**src/inc/hmpc_pkg.sv**
```systemverilog
/*
  constants, register map and state encoding for the halt mode power
  control block. assumes a single 200 MHz clock domain.
*/
`default_nettype none
package hmpc_pkg;
  // register byte offsets, one aligned 32-bit word each
  localparam logic [3:0] ADDR_KEY    = 4'h0; // unlock key, write only
  localparam logic [3:0] ADDR_CTRL   = 4'h4; // mode and prescaler control
  localparam logic [3:0] ADDR_STAT   = 4'h8; // block state, read only
  // key register
  localparam logic [7:0] KEY_PATTERN = 8'h5A; // pattern that arms halt
  localparam logic [7:0] KEY_RESET   = 8'h00; // value after reset
  // control register fields
  localparam int CTL_RCWD     = 0;  // rc_watchdog_mode
  localparam int CTL_EVM0     = 1;  // timer 0 in event counter mode
  localparam int CTL_EVM1     = 2;  // timer 1 in event counter mode
  localparam int CTL_SPA_EXT  = 3;  // serial_port_a clocked externally
  localparam int CTL_SPB_EXT  = 4;  // serial_port_b clocked externally
  localparam int CTL_PSEL_LO  = 8;  // prescaler select, 4 bits
  localparam int CTL_W        = 12; // implemented control bits
  localparam logic [11:0] CTRL_RESET = 12'h000; // control after reset
  // status register fields
  localparam int STA_HALT     = 0;  // halted, oscillator stopped
  localparam int STA_WAKE     = 1;  // waiting on the interval overflow
  localparam int STA_ARMED    = 2;  // key currently armed
  localparam int STA_PSEL_OK  = 3;  // prescaler gives a long enough wait
  localparam int STA_CAUSE_LO = 4;  // last wake cause, 4 bits
  // basic interval timer wake count
  localparam logic [7:0] BIT_START = 8'h00; // first count on wake
  localparam logic [7:0] BIT_LAST  = 8'hFF; // count that overflows
  // least oscillator settle time and the cycles it takes
  localparam int WAKE_MIN_MS  = 20;  // milliseconds
  localparam int CLK_MHZ      = 200; // system clock rate
  localparam int WAKE_MIN_CYC_DEF = WAKE_MIN_MS * CLK_MHZ * 1000;
  // control states, one-hot
  typedef enum logic [3:0] {
    ST_RUN    = 4'h1,  // normal operation
    ST_HALT   = 4'h2,  // oscillator stopped, all state held
    ST_WAKE   = 4'h4,  // oscillator back, waiting on overflow
    ST_RESUME = 4'h8   // clocks back, one cycle of vector or resume
  } hmpc_state_e;
endpackage : hmpc_pkg
`default_nettype wire

```
**src/logic/hmpc_top.sv**
```systemverilog
/*
  halt mode power control: arms on the unlock key, halts on the halt
  instruction, freezes clocks and the oscillator, wakes on allowed
  sources, waits on the interval overflow and hands back to the core.
  assumes an avalon-mm master on clk and a core that pulses halt_exec
  and presents the next instruction address and its interrupt flag.
*/
// Behaviour
// - halted: freeze clocks, hold all state
// - halted: oscillator off, input low, output high
// - halted: ports keep data and direction
// - halted: pc holds address after halt
// - halt only with key pattern armed
// - release clears the key automatically; a key write in that cycle wins instead
// - key is 8-bit write-only, resets zero
// - wake on reset, external, event, serial
// - reset reinits control; interrupt keeps it
// - flag set: vector to service routine
// - flag clear: resume after halt, no vector
// - wake waits 00 to FF overflow
// - halted: interval timer off unless rc mode
// - halted: watchdog off unless rc mode
// - halted: timers stop except event mode
// - halted: serial only with external clock
`timescale 1ns/1ps
`default_nettype none
module hmpc_top
  import hmpc_pkg::*;
#(
  parameter int WAKE_MIN_CYC = WAKE_MIN_CYC_DEF // least settle cycles
) (
  input  wire logic        clk,               // system clock
  input  wire logic        rst,               // async reset, high
  input  wire logic [3:0]  avs_address,       // byte address
  input  wire logic        avs_read,          // read request
  input  wire logic        avs_write,         // write request
  input  wire logic [31:0] avs_writedata,     // write data
  input  wire logic [3:0]  avs_byteenable,    // byte lanes
  output logic      [31:0] avs_readdata,      // read data
  output logic             avs_waitrequest,   // stall
  input  wire logic        halt_exec,         // halt instruction pulse
  input  wire logic [15:0] next_pc,           // address after halt
  input  wire logic        int_enable_flag,   // global interrupt flag
  input  wire logic        ext_int_pin,       // external interrupt
  input  wire logic        event_count_input_zero_irq, // event irq
  input  wire logic        serial_port_a_irq, // serial a irq
  input  wire logic        serial_port_b_irq, // serial b irq
  output logic             core_clk_en,       // clocked functions run
  output logic             osc_run,           // main oscillator on
  output logic             xin_hold_low,      // oscillator in held low
  output logic             xout_hold_high,    // oscillator out held high
  output logic             port_hold,         // ports hold their drive
  output logic             pc_hold,           // program counter held
  output logic      [15:0] held_pc,           // held address
  output logic             bit_run,           // interval timer runs
  output logic             wdt_run,           // watchdog runs
  output logic      [1:0]  tmr_run,           // timer units run
  output logic             serial_port_a_run, // serial a runs
  output logic             serial_port_b_run, // serial b runs
  output logic             vector_req,        // take interrupt, pulse
  output logic             resume_req,        // resume, pulse
  output logic             halted             // in halt or wake
);
  hmpc_state_e    state_r;     // control state
  hmpc_state_e    state_nxt;   // next control state
  logic [3:0]     cause_r;     // last wake cause
  logic [3:0]     cause_nxt;   // next wake cause
  logic [15:0]    pc_nxt;      // next held address
  logic           vec_nxt;     // next vector pulse
  logic           res_nxt;     // next resume pulse
  logic           key_clr;     // clear key on release
  logic           bit_start;   // start the wake count
  logic           bit_done;    // wake count overflow
  logic           bit_busy;    // wake count running
  logic           key_armed;   // key holds the pattern
  logic           key_wr;      // whole-byte key write
  logic [3:0]     sync1_r;     // first synchroniser stage
  logic [3:0]     sync2_r;     // second synchroniser stage
  logic [3:0]     wake_src;    // enabled wake sources
  logic           wake_any;    // any wake source
  logic [CTL_W-1:0] ctrl_r;    // control register
  logic [CTL_W-1:0] ctrl_nxt;  // next control register
  logic           wait_r;      // waitrequest register
  logic           wait_nxt;    // next waitrequest
  logic [31:0]    rdata_r;     // read data register
  logic [31:0]    rdata_nxt;   // next read data
  logic           acc;         // bus access accepted this edge
  logic [3:0]     psel;        // prescaler select
  logic           psel_ok;     // prescaler long enough
  logic           run_nxt;     // core clocks run next
  logic           hlt_nxt;     // oscillator stopped next

  // wake pins come from frozen logic, so resynchronise them
  genvar gi;
  generate
    for (gi = 0; gi < 4; gi++) begin : g_sync
      always_ff @(posedge clk or posedge rst) begin
        if (rst) begin
          sync1_r[gi] <= 1'b0;
          sync2_r[gi] <= 1'b0;
        end else begin
          sync1_r[gi] <= (gi == 0) ? ext_int_pin :
                         (gi == 1) ? event_count_input_zero_irq :
                         (gi == 2) ? serial_port_a_irq :
                                     serial_port_b_irq;
          sync2_r[gi] <= sync1_r[gi];
        end
      end
    end
  endgenerate

  // only sources whose unit keeps running may wake the block
  assign wake_src = {sync2_r[3] & ctrl_r[CTL_SPB_EXT],
                     sync2_r[2] & ctrl_r[CTL_SPA_EXT],
                     sync2_r[1] & ctrl_r[CTL_EVM0],
                     sync2_r[0]};
  assign wake_any = |wake_src;
  assign psel     = ctrl_r[CTL_PSEL_LO +: 4];
  // software must choose the ratio; status shows whether it is enough
  assign psel_ok  = ((32'd256 << psel) > 32'(WAKE_MIN_CYC));

  // halt sequence: entry, release, overflow wait, hand back
  always_comb begin
    state_nxt = state_r;
    cause_nxt = cause_r;
    pc_nxt    = held_pc;
    vec_nxt   = 1'b0;
    res_nxt   = 1'b0;
    key_clr   = 1'b0;
    bit_start = 1'b0;
    case (state_r)
      ST_RUN: begin
        // without the armed key the instruction does nothing
        if (halt_exec && key_armed) begin
          state_nxt = ST_HALT;
          pc_nxt    = next_pc;
        end
      end
      ST_HALT: begin
        if (wake_any) begin
          state_nxt = ST_WAKE;
          cause_nxt = wake_src;
          key_clr   = 1'b1;
          bit_start = 1'b1;
        end
      end
      ST_WAKE: begin
        // oscillator settling; the core stays frozen until overflow
        if (bit_done) begin
          state_nxt = ST_RESUME;
          vec_nxt   = int_enable_flag;
          res_nxt   = !int_enable_flag;
        end
      end
      ST_RESUME: begin
        state_nxt = ST_RUN;
      end
      default: begin
        state_nxt = ST_RUN;
      end
    endcase
  end

  assign run_nxt = (state_nxt == ST_RUN) || (state_nxt == ST_RESUME);
  assign hlt_nxt = (state_nxt == ST_HALT);

  // state and freeze outputs, all from flops
  always_ff @(posedge clk or posedge rst) begin
    if (rst) begin
      // reset release reinitialises control, memory is outside
      state_r           <= ST_RUN;
      cause_r           <= 4'h0;
      held_pc           <= 16'h0000;
      vector_req        <= 1'b0;
      resume_req        <= 1'b0;
      core_clk_en       <= 1'b1;
      osc_run           <= 1'b1;
      xin_hold_low      <= 1'b0;
      xout_hold_high    <= 1'b0;
      port_hold         <= 1'b0;
      pc_hold           <= 1'b0;
      bit_run           <= 1'b1;
      wdt_run           <= 1'b1;
      tmr_run           <= 2'b11;
      serial_port_a_run <= 1'b1;
      serial_port_b_run <= 1'b1;
      halted            <= 1'b0;
    end else begin
      state_r           <= state_nxt;
      cause_r           <= cause_nxt;
      held_pc           <= pc_nxt;
      vector_req        <= vec_nxt;
      resume_req        <= res_nxt;
      core_clk_en       <= run_nxt;
      osc_run           <= !hlt_nxt;
      xin_hold_low      <= hlt_nxt;
      xout_hold_high    <= hlt_nxt;
      port_hold         <= !run_nxt;
      pc_hold           <= !run_nxt;
      bit_run           <= run_nxt || ctrl_nxt[CTL_RCWD];
      wdt_run           <= run_nxt || ctrl_nxt[CTL_RCWD];
      tmr_run           <= {run_nxt || ctrl_nxt[CTL_EVM1],
                            run_nxt || ctrl_nxt[CTL_EVM0]};
      serial_port_a_run <= run_nxt || ctrl_nxt[CTL_SPA_EXT];
      serial_port_b_run <= run_nxt || ctrl_nxt[CTL_SPB_EXT];
      halted            <= !run_nxt;
    end
  end

  // bus slave: one wait cycle, then the access takes effect
  assign acc    = (avs_read || avs_write) && !wait_r;
  // bit-set style writes that miss the low lane are ignored
  assign key_wr = avs_write && !wait_r && (avs_address == ADDR_KEY) &&
                  avs_byteenable[0];

  always_comb begin
    wait_nxt  = !((avs_read || avs_write) && wait_r);
    rdata_nxt = rdata_r;
    ctrl_nxt  = ctrl_r;
    if ((avs_read || avs_write) && wait_r && avs_read) begin
      rdata_nxt = 32'h0000_0000; // key and unmapped read zero
      if (avs_address == ADDR_CTRL) begin
        rdata_nxt[CTL_W-1:0] = ctrl_r;
      end else if (avs_address == ADDR_STAT) begin
        rdata_nxt[STA_HALT]            = (state_r == ST_HALT);
        rdata_nxt[STA_WAKE]            = bit_busy;
        rdata_nxt[STA_ARMED]           = key_armed;
        rdata_nxt[STA_PSEL_OK]         = psel_ok;
        rdata_nxt[STA_CAUSE_LO +: 4]   = cause_r;
      end
    end
    // control keeps its value across an interrupt release
    if (acc && avs_write && (avs_address == ADDR_CTRL)) begin
      if (avs_byteenable[0]) begin
        ctrl_nxt[7:0] = avs_writedata[7:0];
      end
      if (avs_byteenable[1]) begin
        ctrl_nxt[CTL_W-1:8] = avs_writedata[CTL_W-1:8];
      end
    end
  end

  // bus registers
  always_ff @(posedge clk or posedge rst) begin
    if (rst) begin
      wait_r  <= 1'b1;
      rdata_r <= 32'h0000_0000;
      ctrl_r  <= CTRL_RESET;
    end else begin
      wait_r  <= wait_nxt;
      rdata_r <= rdata_nxt;
      ctrl_r  <= ctrl_nxt;
    end
  end

  assign avs_waitrequest = wait_r;
  assign avs_readdata    = rdata_r;

  hmpc_key_reg u_key (
    .clk     (clk),
    .rst     (rst),
    .wr_stb  (key_wr),
    .wr_byte (avs_writedata[7:0]),
    .clr     (key_clr),
    .armed   (key_armed)
  );

  hmpc_wake_timer #(.PW(16)) u_bit (
    .clk   (clk),
    .rst   (rst),
    .start (bit_start),
    .psel  (psel),
    .busy  (bit_busy),
    .done  (bit_done)
  );

  property p_no_key;
    @(posedge clk) disable iff (rst)
    (state_r == ST_RUN && halt_exec && !key_armed) |=> core_clk_en;
  endproperty
  a_no_key: assert property (p_no_key)
    else $error("halt taken without armed key");

  property p_enter;
    @(posedge clk) disable iff (rst)
    (state_r == ST_RUN && halt_exec && key_armed)
      |=> (state_r == ST_HALT) && !core_clk_en && held_pc == $past(next_pc);
  endproperty
  a_enter: assert property (p_enter)
    else $error("armed halt did not freeze core");

  property p_osc;
    @(posedge clk) disable iff (rst)
    (state_r == ST_HALT) |-> xin_hold_low && xout_hold_high && !osc_run;
  endproperty
  a_osc: assert property (p_osc)
    else $error("oscillator not held while halted");

  property p_pc;
    @(posedge clk) disable iff (rst)
    (pc_hold && $past(pc_hold)) |-> held_pc == $past(held_pc) && port_hold;
  endproperty
  a_pc: assert property (p_pc)
    else $error("held address or ports moved while halted");

  property p_key_clr;
    @(posedge clk) disable iff (rst)
    (state_r == ST_HALT && wake_any && !key_wr) |=> !key_armed ##0 bit_busy;
  endproperty
  a_key_clr: assert property (p_key_clr)
    else $error("key not cleared on release");

  property p_wait;
    @(posedge clk) disable iff (rst)
    (state_r == ST_WAKE && !bit_done) |=> !core_clk_en;
  endproperty
  a_wait: assert property (p_wait)
    else $error("core restarted before overflow");

  property p_vec;
    @(posedge clk) disable iff (rst)
    (state_r == ST_WAKE && bit_done)
      |=> core_clk_en && (vector_req == $past(int_enable_flag))
          && (resume_req == !$past(int_enable_flag));
  endproperty
  a_vec: assert property (p_vec)
    else $error("wrong vector or resume after wake");

  property p_timers;
    @(posedge clk) disable iff (rst)
    (state_r == ST_HALT) |-> (bit_run == ctrl_r[CTL_RCWD])
      && (wdt_run == ctrl_r[CTL_RCWD]) && (tmr_run[0] == ctrl_r[CTL_EVM0])
      && (serial_port_a_run == ctrl_r[CTL_SPA_EXT]);
  endproperty
  a_timers: assert property (p_timers)
    else $error("peripheral run state wrong while halted");

  property p_wake_src;
    @(posedge clk) disable iff (rst)
    (state_r == ST_HALT && !wake_any) |=> (state_r == ST_HALT);
  endproperty
  a_wake_src: assert property (p_wake_src)
    else $error("left halt without wake source");
endmodule : hmpc_top
`default_nettype wire

```
**src/logic/hmpc_key_reg.sv**
```systemverilog
/*
  unlock key holder: keeps the last byte written and reports whether
  it equals the arming pattern. assumes strobes on the system clock.
*/
`timescale 1ns/1ps
`default_nettype none
module hmpc_key_reg
  import hmpc_pkg::*;
(
  input  wire logic       clk,     // system clock
  input  wire logic       rst,     // async reset, active high
  input  wire logic       wr_stb,  // whole-byte write this cycle
  input  wire logic [7:0] wr_byte, // byte written
  input  wire logic       clr,     // release clears the key
  output logic            armed    // key holds the pattern
);
  logic [7:0] key_r;   // stored key
  logic [7:0] key_nxt; // next stored key

  // a write in the clear cycle wins so the new key is not lost
  always_comb begin
    key_nxt = key_r;
    if (wr_stb) begin
      key_nxt = wr_byte;
    end else if (clr) begin
      key_nxt = KEY_RESET;
    end
  end

  // key storage, zero after reset
  always_ff @(posedge clk or posedge rst) begin
    if (rst) begin
      key_r <= KEY_RESET;
    end else begin
      key_r <= key_nxt;
    end
  end

  assign armed = (key_r == KEY_PATTERN);
endmodule : hmpc_key_reg
`default_nettype wire

```
**src/logic/hmpc_wake_timer.sv**
```systemverilog
/*
  wake delay counter: a prescaled 8-bit count from the start value
  up to the last value; the step past the last is the overflow.
  assumes start is a one-cycle pulse on the system clock.
*/
`timescale 1ns/1ps
`default_nettype none
module hmpc_wake_timer
  import hmpc_pkg::*;
#(
  parameter int PW = 16 // prescaler width
) (
  input  wire logic       clk,   // system clock
  input  wire logic       rst,   // async reset, active high
  input  wire logic       start, // begin a wake count
  input  wire logic [3:0] psel,  // prescale ratio, 2 to the psel
  output logic            busy,  // count in progress
  output logic            done   // overflow pulse, one cycle
);
  logic [PW-1:0] pre_r;     // prescaler count
  logic [PW-1:0] pre_nxt;   // next prescaler count
  logic [7:0]    cnt_r;     // interval count
  logic [7:0]    cnt_nxt;   // next interval count
  logic          busy_nxt;  // next busy
  logic          done_nxt;  // next done
  logic [PW-1:0] mask;      // prescaler wrap mask
  logic          tick;      // one prescaled step

  assign mask = PW'((PW'(1) << psel) - PW'(1));
  assign tick = ((pre_r & mask) == mask);

  // count from the start value, overflow after the last one
  always_comb begin
    pre_nxt  = pre_r;
    cnt_nxt  = cnt_r;
    busy_nxt = busy;
    done_nxt = 1'b0;
    if (start) begin
      pre_nxt  = '0;
      cnt_nxt  = BIT_START;
      busy_nxt = 1'b1;
    end else if (busy) begin
      pre_nxt = PW'(pre_r + PW'(1));
      if (tick) begin
        pre_nxt = '0;
        if (cnt_r == BIT_LAST) begin
          busy_nxt = 1'b0;
          done_nxt = 1'b1;
        end else begin
          cnt_nxt = 8'(cnt_r + 8'h01);
        end
      end
    end
  end

  // counter registers
  always_ff @(posedge clk or posedge rst) begin
    if (rst) begin
      pre_r <= '0;
      cnt_r <= BIT_START;
      busy  <= 1'b0;
      done  <= 1'b0;
    end else begin
      pre_r <= pre_nxt;
      cnt_r <= cnt_nxt;
      busy  <= busy_nxt;
      done  <= done_nxt;
    end
  end
endmodule : hmpc_wake_timer
`default_nettype wire

```
**config.mk**
```make
export PLATFORM = sky130hd
export DESIGN_NAME = hmpc_top
export DESIGN_NICKNAME = d
export VERILOG_FILES = /design/src/inc/hmpc_pkg.sv /design/src/logic/hmpc_top.sv /design/src/logic/hmpc_key_reg.sv /design/src/logic/hmpc_wake_timer.sv
export SDC_FILE = /design/constraint.sdc
export NUM_CORES = 1
export LEC_CHECK = 0
export ABC_AREA = 1
export BUFFER_PORTS_ARGS = -buffer_cell sky130_fd_sc_hd__buf_4
export CORE_MARGIN = 2
export CORE_UTILIZATION = 38
export CTS_BUF_LIST = sky130_fd_sc_hd__clkbuf_16
export CTS_CLUSTER_SIZE = 14
export DETAILED_ROUTE_END_ITERATION = 8
export GPL_TIMING_DRIVEN = 0
export PLACE_DENSITY = 0.72
export SLEW_MARGIN = 20
export SYNTH_ARGS = -nofsm -noshare
export SYNTH_HDL_FRONTEND = slang
export SYNTH_SLANG_ARGS = --single-unit
```
**constraint.sdc**
```tcl
create_clock -name clk -period 3.8 [get_ports clk]
set_input_delay 0.19 -clock clk [delete_from_list [all_inputs] [get_ports clk]]
set_output_delay 0.19 -clock clk [all_outputs]
set_load 0.01 [all_outputs]
```
==> Word level (Yosys, flattened, before mapping) <==
Index checks and enable logic that the tools add are counted.
{ "classes": {"addsub": 3, "n_lt_le_gt_ge": 1, "n_eq_ne": 12, "n_shift": 2, "muxes": 32, "bitwise_logic": 4, "reduce_logical": 31} }
{ "ops": {"columns": ["op", "count"], "rows": [
  ["$mux 8", 8],
  ["$mux 16", 3],
  ["$gt 32x22->1 const B", 1],
  ["$shl 9x4->32 const A", 1],
  ["$add 16x1->16 const B", 1],
  ["$and 16x16->16", 1],
  ["$eq 16x16->1", 1],
  ["$mux 4", 4],
  ["$shl 1x4->16 const A", 1],
  ["$sub 16x2->16 const B", 1],
  ["$mux 1", 14],
  ["$pmux 4 s3", 1],
  ["$mux 5", 2],
  ["$logic_and 1x1->1", 9],
  ["$add 8x1->8 const B", 1],
  ["$eq 4x1->1 const B", 2],
  ["$eq 4x2->1 const B", 2],
  ["$eq 4x3->1 const B", 2],
  ["$eq 4x4->1 const B", 2],
  ["$eq 8x7->1 const B", 1],
  ["$eq 8x8->1 const B", 1],
  ["$reduce_and 2->1", 4],
  ["$logic_or 1x1->1", 7],
  ["$reduce_bool 2->1", 3],
  ["other kinds (6)", 12]
]} }
{ "totals": {"reg_bits": 102, "in_bits": 66, "output_inout_bits": 64, "elab_cells": 116} }

==> Longest topological paths before layout <==
{ "depth": {"depth_word": 7, "depth_mapped": 17, "depth_no_buf": 15} }

==> By module <==
A second synthesis with hierarchy kept.
{ "unflattened": {"hier_cells": 625, "area_unflattened_um2": 5036.1} }
{ "modules_own_cells": {"columns": ["mod", "n_inst", "cells_per_inst", "area_per_inst_um2", "seq_area_each_um2"], "rows": [
  ["hmpc_top", 1, 341, 2957.8, 1712.9],
  ["hmpc_wake_timer", 1, 239, 1715.4, 625.6],
  ["hmpc_key_reg", 1, 45, 362.8, 200.2]
]} }

==> Worst setup path after synthesis <==
OpenSTA, ideal clock, no wires.
{ "synth_timing": {"path_kind": "register to register", "startpoint": "register ctrl_r[11]", "endpoint": "register u_bit.cnt_r[2]", "setup_time_ps": 117, "arrival_time_ps": 1899, "required_time_ps": 3683, "slack_ps": 1784, "path_stages_with_launch": 16, "n_path_buf": 2, "path_cell_list": "dfrtp_1 -> buf_6 -> nor2_4 -> nand2_1 -> ha_1 -> buf_2 -> inv_1 -> a21oi_1 -> nand2_1 -> a21oi_1 -> nor2_1 -> nand3_4 -> nand2_4 -> nand2_2 -> nand2_1 -> nand2_1"} }
{ "synth_between": {"elab_chain_cells": 6} }
{ "synth_lines": {"columns": ["element", "line_no", "source"], "rows": [
  ["start, declared", "hmpc_top.sv:81", "logic [CTL_W-1:0] ctrl_r;"],
  ["start signal, assigned", "hmpc_top.sv:252", "ctrl_r <= ctrl_nxt;"],
  ["$shl 1x4->16 (*)", "hmpc_wake_timer.sv:29", "assign mask = PW'((PW'(1) << psel) - PW'(1));"],
  ["$sub 16x2->16 (*)", "hmpc_wake_timer.sv:29", null],
  ["$and 16x16->16", "hmpc_wake_timer.sv:30", "assign tick = ((pre_r & mask) == mask);"],
  ["$eq 16x16->1 (*)", "hmpc_wake_timer.sv:30", null],
  ["$reduce_bool 2->1 (no line) (*)", null, null],
  ["$reduce_and 3->1 (no line) (*)", null, null],
  ["end signal, assigned", "hmpc_wake_timer.sv:65", "cnt_r <= cnt_nxt;"],
  ["end, declared", "hmpc_wake_timer.sv:22", "logic [7:0] cnt_r;"]
]} }
Mark *: on every way between the ends. The rest lies on a longest branch, timed or not.
A chain may end at the register's enable or synchronous reset.

==> Final worst setup path <==
{ "layout_timing": {"startpoint": "register ctrl_r[11]", "endpoint": "register u_bit.cnt_r[6]"} }
The elaborated chain is that of the path after synthesis.

==> out/qor.csv <==
metric,value,unit
CP Launch Type,flip-flop,
clk slew on worst S/H paths,0.07,ns
I/O Buffers,87,
setup repair after global routing missed its margin,false,
area of the multi-input gates,1830,sq um
Pre-Repair DR Iteration Count,4,
first-pass GRT wire length,17.6,mm
Worst Setup Path Type,reg2reg,
"commonest non-fill, non-tap cell in the layout",nand2_1,
Switching Power,539,uW
worst hold slack,0.0442,ns
Net Sw Frac,24.6,%
Clock Tree Buf Depth,2,
crit path max fanout,9,
wire per inst,12.1,um
ys async rst share,100,%
Clock Power Share,37.6,%
Reg power frac,52.3,%
die height,116,um
Fillers,1164,
"commonest non-fill, non-tap cells in the layout","nand2_1, buf_4, dfrtp_1",
die area,13500,sq um
Leakage,0.00317,uW
ANT cells,0,
Root Buffer,clkbuf_16,
Synth Cell Area,4800,sq um
CP endpoint kind,flip-flop,
Worst Tran Pin Value,0.976,ns
Cells after Synth,570,
largest net degree at the start of global routing,60,
routability cong.,0.899,
DRC Markers,0,
Rel. slew slack,34.4,%
Final Cycle Share,62.2,%
CORE AREA,12500,sq um
setup bufs post-CTS,0,
Die W,116,um
Congestion Overflow GR,0,
Comb pwr share,10.1,%
status,"complete, no violations",
Post-synth EDFFs,0,
initial antenna violation count,1,
Sink Count,101,
Worst Path Required,4.04,ns
"Area growth, synth to finish",26.9,%
FP Rows,41,
Pins Over Slew Limit,0,
fmax,423,MHz
H-tree levels,3,
layout cells sized above 1,23.9,%
vias in the first global route,3708,
placed insts,849,
Netlist cell types,34,
I/O pins,130,
Final Hold Fails,0,
Hold Path Class,in2reg,
Nets,762,
Antenna Nets Post-Route,0,
Synth Warn #,0,
placed wire-length estimate,7.87,mm
FF+latch area,2540,sq um
Max Cap Viol,0,
Initial Util,38.5,%
top_reg_cell synth,dfrtp_1,
synthesized flop and latch total,101,
Worst VDD drop,0.000178,V
initial DRC count,370,
min cycle time layout,2.36,ns
drt total wl,10.5,mm
vias after detailed routing,3981,
via-per-instance ratio,4.58,
Mean Syn Cell Area,8.42,sq um
fin cells,870,
Power Density,360,nW/um^2
aggregate global-route resource usage,16.6,%
CTS Buf Count,9,
clock latency on the worst-skew pair,0.34,ns
total power,2190,uW
CTS tree,yes,
"Arr. time, crit path",2.60,ns
sequential fraction of the synthesis area,52.9,%
clock skew,0.00917,ns
# setup viols final,0,
Cell Int Power,1650,uW
-- cell usage after synthesis (4+ instances only) --
| master | number | share of area (%) |
|---|---|---|
| a21oi_1 | 24 | 2.5 |
| buf_4 | 25 | 3.9 |
| clkbuf_1 | 7 | 0.55 |
| dfrtp_1 | 92 | 48 |
| dfstp_2 | 9 | 4.9 |
| inv_1 | 60 | 4.7 |
| inv_2 | 4 | 0.31 |
| nand2_1 | 171 | 13 |
| nand3_1 | 43 | 4.5 |
| nand4_1 | 14 | 1.8 |
| nor2_1 | 32 | 2.5 |
| nor3_1 | 7 | 0.73 |
| nor4_1 | 4 | 0.52 |
| o21ai_0 | 24 | 2.5 |
| o22ai_1 | 4 | 0.52 |
| or2_2 | 8 | 1.0 |
| xor2_1 | 10 | 1.8 |
-- state kept, by name, indices dropped and copies added, names as in the netlist, 2 cells and up --
signal and flops:
avs_readdata 12, cause_r 4, ctrl_r 12, held_pc 16, state_r 4, sync1_r 4
sync2_r 4, tmr_run 2, u_bit.cnt_r 8, u_bit.pre_r 15, u_key.key_r 8
-- logic make-up after synthesis --
group | Yosys count | share of synthesized area (%)
compound gates | 58 | 6.52
xor+xnor | 13 | 2.37
other cells | 1 | 0.0782
flops | 101 | 52.9
buf+inv | 102 | 10.3
fa+ha+maj | 3 | 0.783
simple gates | 292 | 27.0
-- routing by layer --
metal | global-route usage, % | part of all wire [%]
met4 | 8.10 | 2.1
met1 | 22.9 | 46
met5 | 0 | 0
met3 | 3.79 | 7.4
met2 | 24.8 | 44
-- through the flow --
step / setup TNS (ns) / utilization [%] / cell area, sq um / worst slack, ns
6_report: 0 / 48.8 / 6090 / 1.44
5_1_grt: 0 / 48.8 / 6090 / 1.19
4_1_cts: 0 / 48.8 / 6090 / 1.46
3_5_place_dp: 0 / 46.3 / 5770 / 1.46
3_3_place_gp: -16.62 / 46.0 / 5740 / -0.188
2_1_floorplan: 0 / - / 4870 / 0.978
-- what timing repair did --
action                                  CTS  global route
resized for setup                         0             0
hold buffers                              5             0
endpoints found under the setup margin    0             0
endpoints found under the hold margin    46             0
-- power groups by stage --
stage,Sequential (uW),Clock [uW],Combinational [uW]
after global placement,1160,0,213
final,1140,824,222
after detailed placement,1160,0,218
after floorplan,1160,0,136
after global routing,1150,896,250
after CTS,1140,846,223
-- cell type report --
type	instances	share of cell area, %
repair buffers	93	12.0
flip-flops and latches	101	41.7
clock inverters	7	0.719
plain buffers	37	4.13
well taps	172	3.53
inverters	65	4.09
multi-input cells	386	30.1
clock buffers	9	3.70
-- path summary, 6_finish.rpt --
| check | cells past startpoint | start | endpoint | slack, ns |
|---|---|---|---|---|
| setup / recovery | 15 | ctrl_r[11] | u_bit.cnt_r[6] | 1.44 |
| hold / removal | 3 | next_pc[9] | held_pc[9] | 0.04 |
| setup reg to reg | 15 | ctrl_r[11] | u_bit.cnt_r[6] | 1.44 |
| hold reg to reg | 0 | sync1_r[1] | sync2_r[1] | 0.35 |
| max in group asynchronous | 4 | rst | osc_run | 2.75 |
| min in group asynchronous | 3 | rst | sync1_r[3] | 0.40 |
-- critical path, stage by stage (launching register included) --
cell and delay [ns]:
dfrtp_1 0.37, buf_6 0.14, nor2_4 0.19, nand2_1 0.11
ha_1 0.21, buf_2 0.17, inv_1 0.11, a21oi_1 0.07
nand2_1 0.07, a21oi_1 0.06, nor2_1 0.19, nand3_4 0.16
nand2_4 0.10, nand2_2 0.12, nand2_1 0.11, nand2_1 0.05
Power figures use the tool's default switching activity.
